<file path="src/verilog/crac_params.svh">
// offsets, field positions, reset values and sizes of the cell register control block
// assumes inclusion by the package and the top module only
`ifndef CRAC_PARAMS_SVH
`define CRAC_PARAMS_SVH

// ==========================================
// register offsets (byte addresses)
`define CRAC_CTRL_OFF 12'h000
`define CRAC_STAT_OFF 12'h004

// ==========================================
// control register fields
`define CRAC_MODE_LSB 0
`define CRAC_MODE_MSB 2
`define CRAC_CLRSEL_BIT 3
`define CRAC_CESEL_LSB 4
`define CRAC_CESEL_MSB 6
`define CRAC_CE_ALWAYS 3'h7
`define CRAC_CTRL_RST 32'h0000_0070

// ==========================================
// status register fields
`define CRAC_STAT_Q_BIT 0
`define CRAC_STAT_FORCE_BIT 1
`define CRAC_STAT_DED_LSB 8
`define CRAC_STAT_DED_MSB 13

// ==========================================
// sizes
`define CRAC_NUM_DED 6

`endif

</file>
<file path="src/verilog/crac_pkg.sv">
// types of the cell register control block
// assumes crac_params.svh is on the include path
`include "crac_params.svh"

package crac_pkg;

    // ==========================================
    // control modes
    typedef enum logic [2:0] {
        CRAC_MODE_CLR = 3'h0,
        CRAC_MODE_PRE = 3'h1,
        CRAC_MODE_CLR_PRE = 3'h2,
        CRAC_MODE_LOAD_CLR = 3'h3,
        CRAC_MODE_LOAD_PRE = 3'h4,
        CRAC_MODE_LOAD = 3'h5
    } crac_mode_t;

    // ==========================================
    // configuration held in the control register
    typedef struct packed {
        logic [2:0] ce_sel;
        logic clr_sel;
        logic [2:0] mode;
    } crac_cfg_t;

    // ==========================================
    // cell inputs that steer the asynchronous controls, active high
    typedef struct packed {
        logic group_control_line_one;
        logic group_control_line_two;
        logic cell_input_three;
    } crac_lines_t;

    // ==========================================
    // resolved asynchronous controls, active low
    typedef struct packed {
        logic clr_n;
        logic pre_n;
    } crac_async_t;

endpackage : crac_pkg

</file>
<file path="src/verilog/crac_top.sv">
// cell register with asynchronous clear, preset and load control, apb configured
// assumes an apb master on pclk; group lines come from logic on pclk; dedicated pins are async
`timescale 1ns/1ps
`include "crac_params.svh"

// ==========================================

module crac_top (
    // apb clock and reset
    input wire logic pclk,
    input wire logic presetn,
    // apb slave
    input wire logic psel,
    input wire logic penable,
    input wire logic pwrite,
    input wire logic [11:0] paddr,
    input wire logic [31:0] pwdata,
    output logic [31:0] prdata,
    output logic pready,
    output logic pslverr,
    // logic cell
    input wire crac_pkg::crac_lines_t group_lines,
    input wire logic cell_d,
    output logic cell_q,
    // dedicated inputs
    input wire logic [`CRAC_NUM_DED-1:0] ded_pin,
    output logic [`CRAC_NUM_DED-1:0] global_ctrl,
    output logic [`CRAC_NUM_DED-1:0] ded_data
);
    import crac_pkg::*;

    // ==========================================
    // mode decode into active low clear and preset
    function automatic crac_async_t decode_async(
        input logic [2:0] mode,
        input logic clr_sel,
        input crac_lines_t lines
    );
        crac_async_t r;
        logic sel_line;
        logic other_line;
        logic load_hi;
        logic load_lo;
        r.clr_n = 1'b1;
        r.pre_n = 1'b1;
        sel_line = clr_sel ? lines.group_control_line_two : lines.group_control_line_one;
        other_line = clr_sel ? lines.group_control_line_one : lines.group_control_line_two;
        // load realised through clear/preset, as the cell does
        load_hi = lines.group_control_line_one & lines.cell_input_three;
        load_lo = lines.group_control_line_one & ~lines.cell_input_three;
        case (mode)
            CRAC_MODE_CLR: begin
                r.clr_n = ~sel_line;
            end
            CRAC_MODE_PRE: begin
                r.pre_n = ~sel_line;
            end
            CRAC_MODE_CLR_PRE: begin
                r.clr_n = ~sel_line;
                r.pre_n = ~other_line;
            end
            CRAC_MODE_LOAD_CLR: begin
                r.clr_n = ~(lines.group_control_line_two | load_lo);
                r.pre_n = ~load_hi;
            end
            CRAC_MODE_LOAD_PRE: begin
                r.clr_n = ~load_lo;
                r.pre_n = ~(lines.group_control_line_two | load_hi);
            end
            CRAC_MODE_LOAD: begin
                r.clr_n = ~load_lo;
                r.pre_n = ~load_hi;
            end
            default: begin
                r.clr_n = 1'b1;
                r.pre_n = 1'b1;
            end
        endcase
        return r;
    endfunction : decode_async

    // ==========================================
    // control word to configuration
    function automatic crac_cfg_t unpack_ctrl(
        input logic [31:0] word
    );
        crac_cfg_t c;
        c.mode = word[`CRAC_MODE_MSB:`CRAC_MODE_LSB];
        c.clr_sel = word[`CRAC_CLRSEL_BIT];
        c.ce_sel = word[`CRAC_CESEL_MSB:`CRAC_CESEL_LSB];
        return c;
    endfunction : unpack_ctrl

    // ==========================================
    // configuration to control word, unused bits read zero
    function automatic logic [31:0] pack_ctrl(
        input crac_cfg_t c
    );
        logic [31:0] word;
        word = 32'h0;
        word[`CRAC_MODE_MSB:`CRAC_MODE_LSB] = c.mode;
        word[`CRAC_CLRSEL_BIT] = c.clr_sel;
        word[`CRAC_CESEL_MSB:`CRAC_CESEL_LSB] = c.ce_sel;
        return word;
    endfunction : pack_ctrl

    // ==========================================
    // status word
    function automatic logic [31:0] pack_status(
        input logic q,
        input logic frc,
        input logic [`CRAC_NUM_DED-1:0] ded
    );
        logic [31:0] word;
        word = 32'h0;
        word[`CRAC_STAT_Q_BIT] = q;
        word[`CRAC_STAT_FORCE_BIT] = frc;
        word[`CRAC_STAT_DED_MSB:`CRAC_STAT_DED_LSB] = ded;
        return word;
    endfunction : pack_status

    // ==========================================
    // clock enable pick
    // selects past the last dedicated input run free, never an unknown
    function automatic logic ce_gate(
        input logic [2:0] sel,
        input logic [`CRAC_NUM_DED-1:0] ded
    );
        logic en;
        en = 1'b1;
        if (sel < 3'(`CRAC_NUM_DED)) begin
            en = ded[sel];
        end
        return en;
    endfunction : ce_gate

    // ==========================================
    // state
    crac_cfg_t cfg;
    logic stored_q;
    logic [`CRAC_NUM_DED-1:0] ded_meta;
    logic [`CRAC_NUM_DED-1:0] ded_sync;
    logic [`CRAC_NUM_DED-1:0] ded_dist;

    // ==========================================
    // apb decode
    wire logic setup_phase = psel & ~penable;
    wire logic access_phase = psel & penable;
    wire logic hit_ctrl = (paddr == `CRAC_CTRL_OFF);
    wire logic hit_stat = (paddr == `CRAC_STAT_OFF);
    wire logic mapped = hit_ctrl | hit_stat;
    wire logic ctrl_wr = access_phase & pwrite & hit_ctrl;
    wire crac_cfg_t next_cfg = unpack_ctrl(pwdata);

    // ==========================================
    // asynchronous controls and cell output
    wire crac_async_t ctl = decode_async(cfg.mode, cfg.clr_sel, group_lines);
    wire logic forcing = ~ctl.clr_n | ~ctl.pre_n;
    // clear wins over preset and load
    wire logic forced_val = ctl.clr_n;
    wire logic ce_on = ce_gate(cfg.ce_sel, ded_dist);
    wire logic next_stored_q = forcing ? forced_val : (ce_on ? cell_d : stored_q);

    // output follows the force at once, no clock needed
    assign cell_q = forcing ? forced_val : stored_q;

    wire logic [31:0] stat_word = pack_status(cell_q, forcing, ded_sync);
    wire logic [31:0] ctrl_word = pack_ctrl(cfg);
    wire logic [31:0] next_prdata = hit_ctrl ? ctrl_word : (hit_stat ? stat_word : 32'h0);

    assign pready = 1'b1;
    assign pslverr = access_phase & ~mapped;
    assign global_ctrl = ded_dist;
    assign ded_data = ded_dist;

    // ==========================================
    // control register
    always_ff @(posedge pclk or negedge presetn) begin
        if (!presetn) begin
            cfg <= crac_cfg_t'(7'(`CRAC_CTRL_RST));
        end else if (ctrl_wr) begin
            cfg <= next_cfg;
        end
    end

    // ==========================================
    // read data captured in the setup cycle
    always_ff @(posedge pclk or negedge presetn) begin
        if (!presetn) begin
            prdata <= 32'h0;
        end else if (setup_phase & ~pwrite) begin
            prdata <= next_prdata;
        end
    end

    // ==========================================
    // cell storage register
    always_ff @(posedge pclk or negedge presetn) begin
        if (!presetn) begin
            stored_q <= 1'b0;
        end else begin
            stored_q <= next_stored_q;
        end
    end

    // ==========================================
    // dedicated inputs: synchronise then distribute
    always_ff @(posedge pclk or negedge presetn) begin
        if (!presetn) begin
            ded_meta <= 6'h0;
            ded_sync <= 6'h0;
            ded_dist <= 6'h0;
        end else begin
            ded_meta <= ded_pin;
            ded_sync <= ded_meta;
            ded_dist <= ded_sync;
        end
    end

endmodule : crac_top

</file>
<file path="config.mk">
export PLATFORM = sky130hd
export DESIGN_NAME = crac_top
export DESIGN_NICKNAME = d
export VERILOG_FILES = /design/src/verilog/crac_pkg.sv /design/src/verilog/crac_top.sv
export VERILOG_INCLUDE_DIRS = /design/src /design/src/verilog
export SDC_FILE = /design/constraint.sdc
export NUM_CORES = 1
export LEC_CHECK = 0
export BUFFER_PORTS_ARGS = -buffer_cell sky130_fd_sc_hd__buf_2
export CAP_MARGIN = 10
export CORE_MARGIN = 2
export CORE_UTILIZATION = 45
export DETAILED_ROUTE_END_ITERATION = 6
export HOLD_SLACK_MARGIN = 0.02
export PLACE_DENSITY = 0.83
export SLEW_MARGIN = 15
export SYNTH_ARGS = -nofsm -noshare
export SYNTH_HDL_FRONTEND = slang
export SYNTH_SLANG_ARGS = --single-unit
export TNS_END_PERCENT = 10
</file>
<file path="constraint.sdc">
create_clock -name pclk -period 3.9 [get_ports pclk]
set_clock_uncertainty 0.1 [all_clocks]
set_input_delay 0.78 -clock pclk [delete_from_list [all_inputs] [get_ports pclk]]
set_output_delay 0.78 -clock pclk [all_outputs]
set_load 0.01 [all_outputs]
</file>
---- Word level (Yosys, flattened, before mapping) ----
Index checks and enable logic that the tools add are counted.
Widths: inputs -> output; s select.
operators by class
  bitwise operators ....................... 24
  $lt $le $gt $ge ......................... 2
  reductions and logical operators ........ 6
  muxes and demuxes ....................... 12
  eq/ne operators ......................... 6
operators with widths
  kind                 count
  $mux 14              2
  $eq 12x3->1 const B  1
  $logic_not 12->1     1
  $not 1->1            12
  $and 1x1->1          8
  $mux 1               7
  $eq 3x2->1 const B   2
  $eq 3x3->1 const B   2
  $reduce_or 2->1      3
  $lt 3x4->1 const B   1
  $or 1x1->1           4
  $pmux 1 s4           1
  $bmux 1 s3           1
  $eq 3x1->1 const B   1
  $logic_not 3->1      1
  $lt 3x3->1 const B   1
  $pmux 1 s3           1
  $reduce_bool 2->1    1
word-level totals
  flip-flop bits (word level) ............. 58
  output and inout bits ................... 47
  bits of input ports ..................... 59
  word-level logic and storage cells ...... 58

---- Depth between registers and ports, before layout ----
Gate-level depths: netlist of run 1.
  word-level depth ........................ 10
  gate-level depth with buffers ........... 6
  mapped depth without buffers ............ 5

---- Worst setup path after synthesis of run 1 ----
No wires, ideal clock.
  path type ............................... input to output
  from .................................... input group_lines[2] in the netlist's numbering
  to ...................................... output cell_q
  data required time ...................... 3020 ps
  cell stages on the path ................. 4
  buffers on the path ..................... 0
  arrival time ............................ 1753 ps
  path slack .............................. 1267 ps
  path through ............................ mux2_4 or3_2 a31oi_1 nor2_1
on the way
  word-level cells in the longest chain between the ends .. 7
  elaborated cells between the ends (all ways) .. 18
  those cells by class .................... mux (5); bitwise (13)
ends and longest elaborated chain
  element                                   line                            source
  from (decl)                               crac_top.sv:22                  input wire crac_pkg::crac_lines_t group_lines,
  $and 1x1->1 (on tied branches)            crac_top.sv:49, crac_top.sv:50
  $or 1x1->1 (on tied branches)             crac_top.sv:68, crac_top.sv:63
  $not 1->1 (on tied branches)              crac_top.sv:68, crac_top.sv:63
  $pmux 1 s4 or $pmux 1 s3 (tied branches)  crac_top.sv:51                  case (mode)
  $not 1->1                                 crac_top.sv:158                 wire logic forcing = ~ctl.clr_n | ~ctl.pre_n;
  $or 1x1->1                                crac_top.sv:158
  $mux 1 (*)                                crac_top.sv:165                 assign cell_q = forcing ? forced_val : stored_q;
  to (decl)                                 crac_top.sv:24                  output logic cell_q,
Mark *: on every way between the ends. The rest lies on a longest branch, timed or not.

---- Worst setup path in the final report of run 1 ----
Same ends and word-level chain as after synthesis.

==> impl_summary.txt, run 1 <==
----------------------------------------------------
[Routing]
  Routed wire per std cell ... 12.27 um
  ANT nets after route ... 0
  Number of vias in the routed layout ... 1078
  # DRC ... 0
  Total wire length after detailed routing ... 2835 um
  Drt initial violations ... 39
  Via/cell ratio ... 4.667
  Count of TritonRoute iterations in the first routing pass ... 4

[STA]
  Final setup viols ... 0
  Final Hold Violating Endpoints ... 0
  Setup repair after global routing missed its margin ... false
  Fmax ... 343.2 MHz
  Share of the cycle needed by the critical path after routing ... 0.7472
  Setup slack of the critical path after layout ... 0.9860 ns
  Final total negative setup slack ... 0 ns
  Worst Tran Pin Value ... 0.8029 ns
  Worst max-slew margin expressed relative to the limit ... 0.4647
  Final Hold Slack ... 0.2624 ns
  Number of max-slew violations in the final report ... 0
  Post-layout minimum cycle time ... 2.914 ns

[Synthesis]
  Cell area after technology mapping ... 0.001635 mm^2
  Cell type contributing the most total cell area after synthesis ... dfrtp_1
  Avg Synthesized Cell Area ... 12.88 um^2
  Post-Syn Instances ... 127
  Largest cells by area after synthesis ... dfrtp_1, buf_4, mux2_2
  Register bit count reported by yosys ... 39
  Fraction of post-synthesis cell area in the top cell type by area ... 0.5509
  Sequential area share after synthesis ... 0.5991
  EDFF count, synth ... 0
  Library cells used by synthesis ... 31
  Asr flop ratio synth ... 1.000
  Primary flip-flop cell chosen by synthesis mapping ... dfrtp_1
  YS warnings ... 0

[Clock network]
  Inserted Clock Buffers ... 5
  Root cell of the clock tree ... clkbuf_4
  Deepest level of the CTS H-tree ... 2
  Hold-fix buffer count after cts ... 0
  CTS max path bufs ... 2
  Clock net sink count ... 39
  Clock transition at the registers of the reported paths ... 0.11 ns
  Total setup buffers inserted after CTS ... 0
  Cts repair resizes ... 0
  CTS tree ... yes
  Latest clock arrival within the worst-skew pair ... 0.33 ns

[Critical path]
  Number of cell instances on the worst register-to-register path ... 5
  CP arrival ... 2.03 ns
  Critical path class ... input port to output pin
  Data required time at the worst endpoint ... 3.02 ns
  Nature of the critical path startpoint ... input port
  FF-to-FF setup slack ... 2.10 ns
  Max FO, Critical Path ... 4
  Reg-to-reg startpoint ... cfg[3]
  R2R Path End ... prdata[0]
  Critical path capture point type ... output pin

[Run status]
  Status ... finished clean

[Layout]
  Final antenna diode count ... 0
  Fraction of layout cells with a size suffix above 1 ... 0.4649
  Number of cells in the finished layout apart from fillers ... 231
  Commonest non-fill, non-tap cells in the layout ... buf_2, dfrtp_1, conb_1
  Area grow syn2layout ... 18.90%
  Commonest non-fill, non-tap cell in the layout ... buf_2
  Core utilization of the finished layout ... 0.5692
  Number of nets in the final layout ... 243

[Flow run]
  Max-capacitance violation count ... 0

[Global routing]
  Global-route congestion overflow total ... 0
  Wire length of the first global-routing pass ... 4485 um
  Number of antenna violations at the first check in global routing ... 0
  Pin count of the biggest net entering global routing ... 40
  Vias in the first global route ... 950
  All-layer global routing usage ... 0.1482

[Placed design]
  Placement-stage worst setup slack ... 0.9833 ns
  Final weighted congestion of routability-driven global placement ... 0.8060
  Instance count after placement with tap cells included ... 223
  Port bufs ... 60
  Post-detail-place hpwl ... 2177 um

[Die]
  Die extent in x ... 64.29 um
  Io pins ... 106
  Number of core rows ... 21
  Area of the core region ... 0.003416 mm^2
  Area of the die ... 0.004133 mm^2
  Die Ht ... 64.29 um
  Starting density of the core ... 0.4788

[Hold path]
  End point of the most critical hold path ... ded_sync[1]
  Number of stages on the worst hold path ... 0
  Class of the most critical hold timing path ... register to register
  Hold Startpoint ... ded_meta[1]

[Power]
  Power Dens Cells ... 388.6 mW/mm^2
  Maximum ir drop on the vdd rail ... 0.0002230 V
  Pleak ... 0.001045 uW

----------------------------------------------------
state kept, by name, indices dropped and copies added (netlist names):
signal,cells
cfg,7
ded_data,6
ded_meta,6
prdata,13
stored_q,1
ded_sync,6
per-stage QoR:
step / cell area [um^2] / total power (uW)
3_3_place_gp: 1858 / 486.8
2_1_floorplan: 1703 / 471.7
5_1_grt: 1944 / 794.5
4_1_cts: 1944 / 765.1
3_5_place_dp: 1858 / 488.0
6_report: 1944 / 755.5
layer usage:
layer	share of wire	track usage
met1	0.42	0.1961
met2	0.48	0.2253
met3	0.092	0.04577
met4	0.0074	0.06383
met5	0	0
worst max-delay path, cell delays in order:
cell and delay, ns:
buf_2 0.12, mux2_4 0.27, or3_2 0.42, a31oi_1 0.23, nor2_1 0.07, buf_2 0.14
cells by family (layout without fill, tap and decap cells):
group | Yosys count | in the layout | synth area share
AOI/OAI and AO/OA | 20 | 20 | 0.09794
muxes | 12 | 12 | 0.09105
buffers and inverters | 31 | 71 | 0.1308
and+or+nand+nor | 23 | 23 | 0.07651
other | 2 | 20 | 0.004592
DFF | 39 | 39 | 0.5991
power by group:
| group | internal, uW | switching (uW) |
|---|---|---|
| clock network | 152 | 125 |
| registers | 415 | 4.98 |
| logic | 24.1 | 35.3 |
synthesized netlist by cell type, types with 2 or more instances:
cell type	number
a31oi_1	2
nor2b_1	2
a22o_1	10
o21ai_0	2
and3_1	2
dfstp_2	3
inv_1	3
nand2b_1	2
buf_4	26
clkbuf_1	2
conb_1	2
nand2_1	4
mux2_2	9
nor4_1	2
nor2_1	4
dfrtp_1	36
nor3_1	2
final cells by class:
type | count | area (um^2)
clock inverters | 2 | 35.03
well taps | 46 | 57.56
flip-flops and latches | 39 | 979.7
multi-input cells | 75 | 509.2
clock buffers | 6 | 51.30
fillers | 310 | 1471
inverters | 3 | 11.26
repair buffers | 60 | 300.3
how the worst max path moves through the flow:
| stage | end | start | cells past startpoint | slack (ns) |
|---|---|---|---|---|
| after floorplan | cell_q | group_lines[2] | 4 | 1.27 |
| after CTS | cell_q | group_lines[2] | 6 | 0.98 |
| after global placement | cell_q | group_lines[2] | 6 | 0.99 |
| after detailed placement | cell_q | group_lines[2] | 6 | 0.98 |
| after global routing | cell_q | group_lines[2] | 6 | 0.91 |
| final | cell_q | group_lines[2] | 6 | 0.99 |
No activity file was read; power rests on OpenSTA's default activity.
==> inputs of run 2 (changes only) <==
--- a/config.mk
+++ b/config.mk
@@ -6,13 +6,14 @@
 export SDC_FILE = /design/constraint.sdc
 export NUM_CORES = 1
 export LEC_CHECK = 0
+export ABC_AREA = 1
 export BUFFER_PORTS_ARGS = -buffer_cell sky130_fd_sc_hd__buf_2
 export CAP_MARGIN = 10
 export CORE_MARGIN = 2
-export CORE_UTILIZATION = 45
+export CORE_UTILIZATION = 39
 export DETAILED_ROUTE_END_ITERATION = 6
 export HOLD_SLACK_MARGIN = 0.02
-export PLACE_DENSITY = 0.83
+export PLACE_DENSITY = 0.73
 export SLEW_MARGIN = 15
 export SYNTH_ARGS = -nofsm -noshare
 export SYNTH_HDL_FRONTEND = slang
==> constraint.sdc (replaced) <==
create_clock -name pclk -period 2.5 [get_ports pclk]
set_clock_uncertainty 0.1 [all_clocks]
set_input_delay 0.5 -clock pclk [delete_from_list [all_inputs] [get_ports pclk]]
set_output_delay 0.5 -clock pclk [all_outputs]
set_load 0.01 [all_outputs]
==> impl_summary.txt, run 2 <==
----------------------------------------------------
[Critical path]
  Cell breakdown of the critical path ... nand2_1, nand2_1, nand2_1, nand2_1, nor2_1, nand2_1, nand2_1, buf_2
  Delay of the slowest cell on the worst path ... 0.46 ns (+0.04 ns)
  Cell family contributing the most delay on the critical path ... simple AND/OR/NAND/NOR gates
  Data required time at the worst endpoint ... 1.90 ns (-1.12 ns)
  Critical path class ... register to output pin
  Max FO, Critical Path ... 7 (+3)
  CP arrival ... 1.55 ns (-0.48 ns)
  Critical path capture point type ... output pin
  Nature of the critical path startpoint ... register
  Worst path bufs/invs ... 1 (-1)
  Cell with the largest stage delay on the worst path ... dfrtp_1
  Critical Path Most Common Cell ... nand2_1

[Global routing]
  Number of antenna violations at the first check in global routing ... 0 (unchanged)
  Global-route track usage on met1 ... 0.1719 (-0.02416)
  Vias in the first global route ... 1353 (+42%)
  All-layer global routing usage ... 0.1499 (+0.001607)
  Pin count of the biggest net entering global routing ... 40 (unchanged)
  Global-route congestion overflow total ... 0 (unchanged)
  Met2 Usage GRT ... 0.2697 (+0.04444)
  Wire length of the first global-routing pass ... 6009 um (+34%)
  Met3 Track Usage GR ... 0.04420 (-0.001576)
  Most congested layer reported by global routing ... met2

[Layout]
  Cell area after layout ... 0.002157 mm^2 (+11%)
  Fraction of layout cells with a size suffix above 1 ... 0.2930 (-0.1718)
  Number of flip-flops in the largest register ... 13 (unchanged)
  Final antenna diode count ... 0 (unchanged)
  Final-layout fill cell count ... 431 (+39%)
  Area grow syn2layout ... 17.52%
  Register containing the most flip-flops in the final layout ... prdata
  Commonest non-fill, non-tap cells in the layout ... nand2_1, buf_2, dfrtp_1
  Commonest non-fill, non-tap cell in the layout ... nand2_1
  Number of nets in the final layout ... 331 (+36%)
  Registers with the highest flip-flop counts ... prdata x13, cfg x7

[Synthesis]
  Fraction of post-synthesis cell area in the top cell type by area ... 0.4908 (-0.06008)
  Largest cells by area after synthesis ... dfrtp_1, nand2_1, buf_4
  Register bit count reported by yosys ... 39 (unchanged)
  Top post-synthesis cells by count ... nand2_1, dfrtp_1, buf_4
  Cell area after technology mapping ... 0.001836 mm^2 (+12%)
  Primary flip-flop cell chosen by synthesis mapping ... dfrtp_1
  YS warnings ... 0 (unchanged)
  Library cells used by synthesis ... 22 (-29%)
  Cell type contributing the most total cell area after synthesis ... dfrtp_1
  EDFF count, synth ... 0 (unchanged)
  Post-Syn Instances ... 214 (+69%)
  Avg Synthesized Cell Area ... 8.577 um^2 (-33%)
  Cell with the most instances after synthesis ... nand2_1
  Asr flop ratio synth ... 1.000 (unchanged)
  Sequential area share after synthesis ... 0.5337 (-0.06534)

[Die]
  Number of core rows ... 24 (+14%)
  Die extent in x ... 72.61 um (+13%)
  Area of the core region ... 0.004444 mm^2 (+30%)
  Die Ht ... 72.61 um (+13%)
  Starting density of the core ... 0.4130 (-0.06575)
  Area of the die ... 0.005271 mm^2 (+28%)
  Io pins ... 106 (unchanged)

[Clock network]
  Inserted Clock Buffers ... 5 (unchanged)
  Latest clock arrival within the worst-skew pair ... 0.29 ns (-0.04 ns)
  Root cell of the clock tree ... clkbuf_8
  Clock net sink count ... 39 (unchanged)
  Clock transition at the registers of the reported paths ... 0.08 ns (-0.03 ns)
  Hold-fix buffer count after cts ... 0 (unchanged)
  Cts repair resizes ... 0 (unchanged)
  CTS tree ... yes
  Total setup buffers inserted after CTS ... 0 (unchanged)
  CTS max path bufs ... 2 (unchanged)
  Deepest level of the CTS H-tree ... 2 (unchanged)

[Power]
  Pleak ... 0.001256 uW (+20%)
  Power Dens Cells ... 551.2 mW/mm^2 (+42%)
  Maximum ir drop on the vdd rail ... 0.0004583 V (+110%)

[STA]
  Setup repair after global routing missed its margin ... false
  Post-layout minimum cycle time ... 2.149 ns
  Number of max-slew violations in the final report ... 0 (unchanged)
  Fmax ... 465.3 MHz
  Share of the cycle needed by the critical path after routing ... 0.8596
  Final Hold Violating Endpoints ... 0 (unchanged)
  Worst max-slew margin expressed relative to the limit ... 0.4617 (-0.002976)
  Final setup viols ... 0 (unchanged)
  Final total negative setup slack ... 0 ns (unchanged)
  Worst Tran Pin Value ... 0.8074 ns (+0.004464 ns)

[Routing]
  # DRC ... 0 (unchanged)
  ANT nets after route ... 0 (unchanged)
  Total wire length after detailed routing ... 3605 um (+27%)
  Drt initial violations ... 57 (+46%)
  Via/cell ratio ... 4.372 (-6.3%)
  Number of vias in the routed layout ... 1421 (+32%)
  Routed wire per std cell ... 11.09 um (-9.6%)
  Count of TritonRoute iterations in the first routing pass ... 4 (unchanged)

[Run status]
  Status ... finished clean

[Placed design]
  Final weighted congestion of routability-driven global placement ... 0.7845 (-2.7%)
  Area post-placement ... 0.002064 mm^2 (+11%)
  Port bufs ... 60 (unchanged)
  Post-detail-place hpwl ... 2754 um (+26%)

[Flow run]
  Max-capacitance violation count ... 0 (unchanged)

[Hold path]
  Class of the most critical hold timing path ... input port to async pin

----------------------------------------------------
## run 2: final timing paths
path / depth (start not counted) / slack [ns] / end / startpoint
max: 8 / 0.35 / cell_q / cfg[2]
min: 1 / 0.20 / prdata[10] / presetn
max reg2reg: 9 / 1.10 / prdata[0] / cfg[2]
min reg2reg: 0 / 0.25 / ded_sync[5] / ded_meta[5]
max in group asynchronous: 1 / 1.59 / prdata[8] / presetn
min in group pclk: 1 / 0.21 / ded_meta[5] / ded_pin[5]
## run 2: layout make-up
type                    instances  area [um^2]  area share
inverters                      17        63.81     0.02958
flip-flops and latches         39        979.7      0.4542
repair buffers                 61        307.8      0.1427
clock buffers                   5        68.82     0.03190
clock inverters                 3        23.77     0.01102
well taps                      52        65.06     0.03016
multi-input cells             148        648.1      0.3005
## run 2: logic make-up (layout without fill, tap and decap cells)
kind of cell	after synthesis	count (layout)	share of synthesized area
flip-flops	39	39	0.5337
AO/OA/AOI/OAI	4	4	0.01227
other	2	20	0.004092
buffers and inverters	45	86	0.1500
AND/OR/NAND/NOR	124	124	0.2999
## run 2: worst reg2reg max path: stages (launching register included)
cell and delay, ns:
dfrtp_1 0.46, nand2_1 0.09, nand2_1 0.05, nand2_1 0.07, nand2_1 0.05, nor2_1 0.18
nand2_1 0.10, nand2_1 0.12, nand2_1 0.07, nand2_1 0.06
## run 2: per-stage QoR
step | std cells | worst slack (ns) | hold slack [ns] | util | power, uW
after detailed placement | 317 | 0.4710 | 0.2358 | 0.4645 | 779.2
after global routing | 325 | 0.2306 | 0.1941 | 0.4854 | 1247
after floorplan | 232 | 0.7812 | 0.1044 | - | 748.6
after CTS | 325 | 0.3310 | 0.2015 | 0.4854 | 1202
final | 325 | 0.3509 | 0.2012 | 0.4854 | 1189
after global placement | 317 | 0.5513 | 0.2312 | 0.4645 | 776.3
## run 2: power by group
| group | leakage (uW) | total, uW | switching, uW | internal, uW |
|---|---|---|---|---|
| combinational | 0.000724 | 110 | 70.7 | 39.0 |
| clock | 0.0000408 | 423 | 224 | 199 |
| sequential | 0.000491 | 656 | 8.60 | 647 |
## run 2: metal layers
layer | part of all wire | routed length, um
met2 | 0.53 | 1925
met5 | 0 | 0
met1 | 0.41 | 1484
met3 | 0.049 | 176
met4 | 0.0053 | 19
==> inputs of run 3 (changes only) <==
==> constraint.sdc (replaced) <==
create_clock -name pclk -period 1.9 [get_ports pclk]
set_clock_uncertainty 0.1 [all_clocks]
set_input_delay 0.38 -clock pclk [delete_from_list [all_inputs] [get_ports pclk]]
set_output_delay 0.38 -clock pclk [all_outputs]
set_load 0.01 [all_outputs]
==> impl_summary.txt, run 3 (synthesis results as in run 2) <==
----------------------------------------------------
[Run status]
  Status ... finished clean

[Placed design]
  Final weighted congestion of routability-driven global placement ... 0.7797 (-0.61%)
  Port bufs ... 60 (unchanged)
  Post-detail-place hpwl ... 2744 um (-0.37%)

[STA]
  Final Hold Slack ... 0.01891 ns (-0.1823 ns)
  Post-layout minimum cycle time ... 1.856 ns
  Setup repair after global routing missed its margin ... true
  Share of the cycle needed by the critical path after routing ... 0.9768
  Number of max-slew violations in the final report ... 0 (unchanged)
  Final Hold Violating Endpoints ... 0 (unchanged)
  Final setup viols ... 0 (unchanged)
  Fmax ... 538.8 MHz
  Final total negative setup slack ... 0 ns (unchanged)

[Layout]
  Registers with the highest flip-flop counts ... prdata x13, cfg x7
  Area grow syn2layout ... 24.34%
  Commonest non-fill, non-tap cell in the layout ... nand2_1
  Final-layout fill cell count ... 427 (-0.93%)
  Number of flip-flops in the largest register ... 13 (unchanged)
  Fraction of layout cells with a size suffix above 1 ... 0.3559 (+0.06283)
  Register containing the most flip-flops in the final layout ... prdata
  Number of nets in the final layout ... 339 (+2.4%)
  Commonest non-fill, non-tap cells in the layout ... nand2_1, buf_2, dfrtp_1
  Final antenna diode count ... 0 (unchanged)

[Clock network]
  Clock transition at the registers of the reported paths ... 0.08 ns (about the same)
  Inserted Clock Buffers ... 5 (unchanged)
  CTS tree ... yes
  Latest clock arrival within the worst-skew pair ... 0.29 ns (about the same)
  Root cell of the clock tree ... clkbuf_8
  CTS max path bufs ... 2 (unchanged)
  Clock net sink count ... 39 (unchanged)
  Deepest level of the CTS H-tree ... 2 (unchanged)

[Critical path]
  Critical path class ... register to output pin
  Data required time at the worst endpoint ... 1.42 ns (-0.48 ns)
  Max FO, Critical Path ... 5 (-2)
  Critical path capture point type ... output pin
  Nature of the critical path startpoint ... register
  CP arrival ... 1.38 ns (-0.17 ns)

[Die]
  Number of core rows ... 24 (unchanged)
  Die Ht ... 72.61 um (unchanged)
  Io pins ... 106 (unchanged)
  Area of the core region ... 0.004444 mm^2 (unchanged)
  Area of the die ... 0.005271 mm^2 (unchanged)
  Starting density of the core ... 0.4130 (unchanged)
  Die extent in x ... 72.61 um (unchanged)

[Routing]
  Drt initial violations ... 39 (-32%)
  ANT nets after route ... 0 (unchanged)
  Via/cell ratio ... 4.453 (+1.9%)
  # DRC ... 0 (unchanged)
  Count of TritonRoute iterations in the first routing pass ... 4 (unchanged)
  Total wire length after detailed routing ... 3822 um (+6.0%)
  Routed wire per std cell ... 11.48 um (+3.5%)
  Number of vias in the routed layout ... 1483 (+4.4%)

[Power]
  Combinational share of power ... 0.095 (+0.003)
  Psw ... 412.2 uW (+36%)
  Switching share of total power ... 0.2392 (-0.01608)
  Maximum ir drop on the vdd rail ... 0.0005761 V (+26%)
  Internal portion of total power ... 1311 uW (+48%)
  Share of total power in sequential cells ... 0.501 (-0.051)
  Overall power after layout ... 1723 uW (+45%)
  Power Dens Cells ... 755.2 mW/mm^2 (+37%)
  Clock network fraction of total power ... 0.404 (+0.048)
  Pleak ... 0.001315 uW (+4.7%)

[Global routing]
  All-layer global routing usage ... 0.1517 (+0.001849)
  Global-route congestion overflow total ... 0 (unchanged)
  Vias in the first global route ... 1414 (+4.5%)
  Wire length of the first global-routing pass ... 6134 um (+2.1%)
  Pin count of the biggest net entering global routing ... 40 (unchanged)
  Number of antenna violations at the first check in global routing ... 0 (unchanged)

[Hold path]
  Class of the most critical hold timing path ... input port to async pin

[Flow run]
  Max-capacitance violation count ... 0 (unchanged)

----------------------------------------------------
[run 3: cell count changes in the layout (fill, tap and decap cells not counted), sizes merged]
cell,previous run,this run
buf,61,69
clkinvlp,2,1
bufinv,0,1
[run 3: what timing repair did]
item	in CTS	in global routing
resized for setup	4	10
setup endpoints to repair	1	2
pin swaps	1	4
hold buffers	0	0
buffers inserted	3	3
[run 3: per-stage QoR]
step / instances / cell area [um^2] / util / worst slack, ns
after floorplan: 232 / 1903 / - / 0.4212
after global placement: 319 / 2079 / 0.4679 / 0.1913
after global routing: 333 / 2282 / 0.5135 / -0.03936
after CTS: 330 / 2226 / 0.5008 / 0.0009931
final: 333 / 2282 / 0.5135 / 0.04414
after detailed placement: 319 / 2079 / 0.4679 / 0.1491
[run 3: final timing paths]
check,slack (ns),to,from,cells past startpoint
min in group pclk,0.09,ded_meta[4],ded_pin[4],1
max in group asynchronous,1.32,cfg[2],presetn,2
max,0.04,cell_q,cfg[1],7
max reg2reg,0.49,prdata[1],cfg[1],8
min reg2reg,0.25,ded_sync[1],ded_meta[1],0
min,0.02,prdata[10],presetn,2
[run 3: cell type report]
type	count	area, um^2	share of cell area
clock buffers	5	68.82	0.03015
flip-flops and latches	39	982.2	0.4304
well taps	52	65.06	0.02851
multi-input cells	148	681.9	0.2988
repair buffers	69	374.1	0.1639
inverters	17	63.81	0.02796
clock inverters	3	46.29	0.02029
[run 3: routing by layer]
metal,share of wire,track usage,up-vias
met2,0.53,0.2737,43
met3,0.052,0.03591,7
met1,0.41,0.1713,691
met5,0,0,-
li1,-,-,742
met4,0.013,0.06173,0
[run 3: worst max-delay path, cell delays in order, from the launching register on]
cell,delay [ns]
dfrtp_2,0.46
nor2_2,0.11
inv_1,0.06
nor2_2,0.13
nor2_4,0.06
nand2_2,0.07
nand2_2,0.08
buf_6,0.12
[run 3: power by group through the flow]
stage	Clock, uW	Combinational, uW	Sequential, uW
floorplan	0	104	881
detailed placement	0	147	880
global placement	0	144	878
global route	745	184	867
finish	696	164	863
CTS	711	152	864
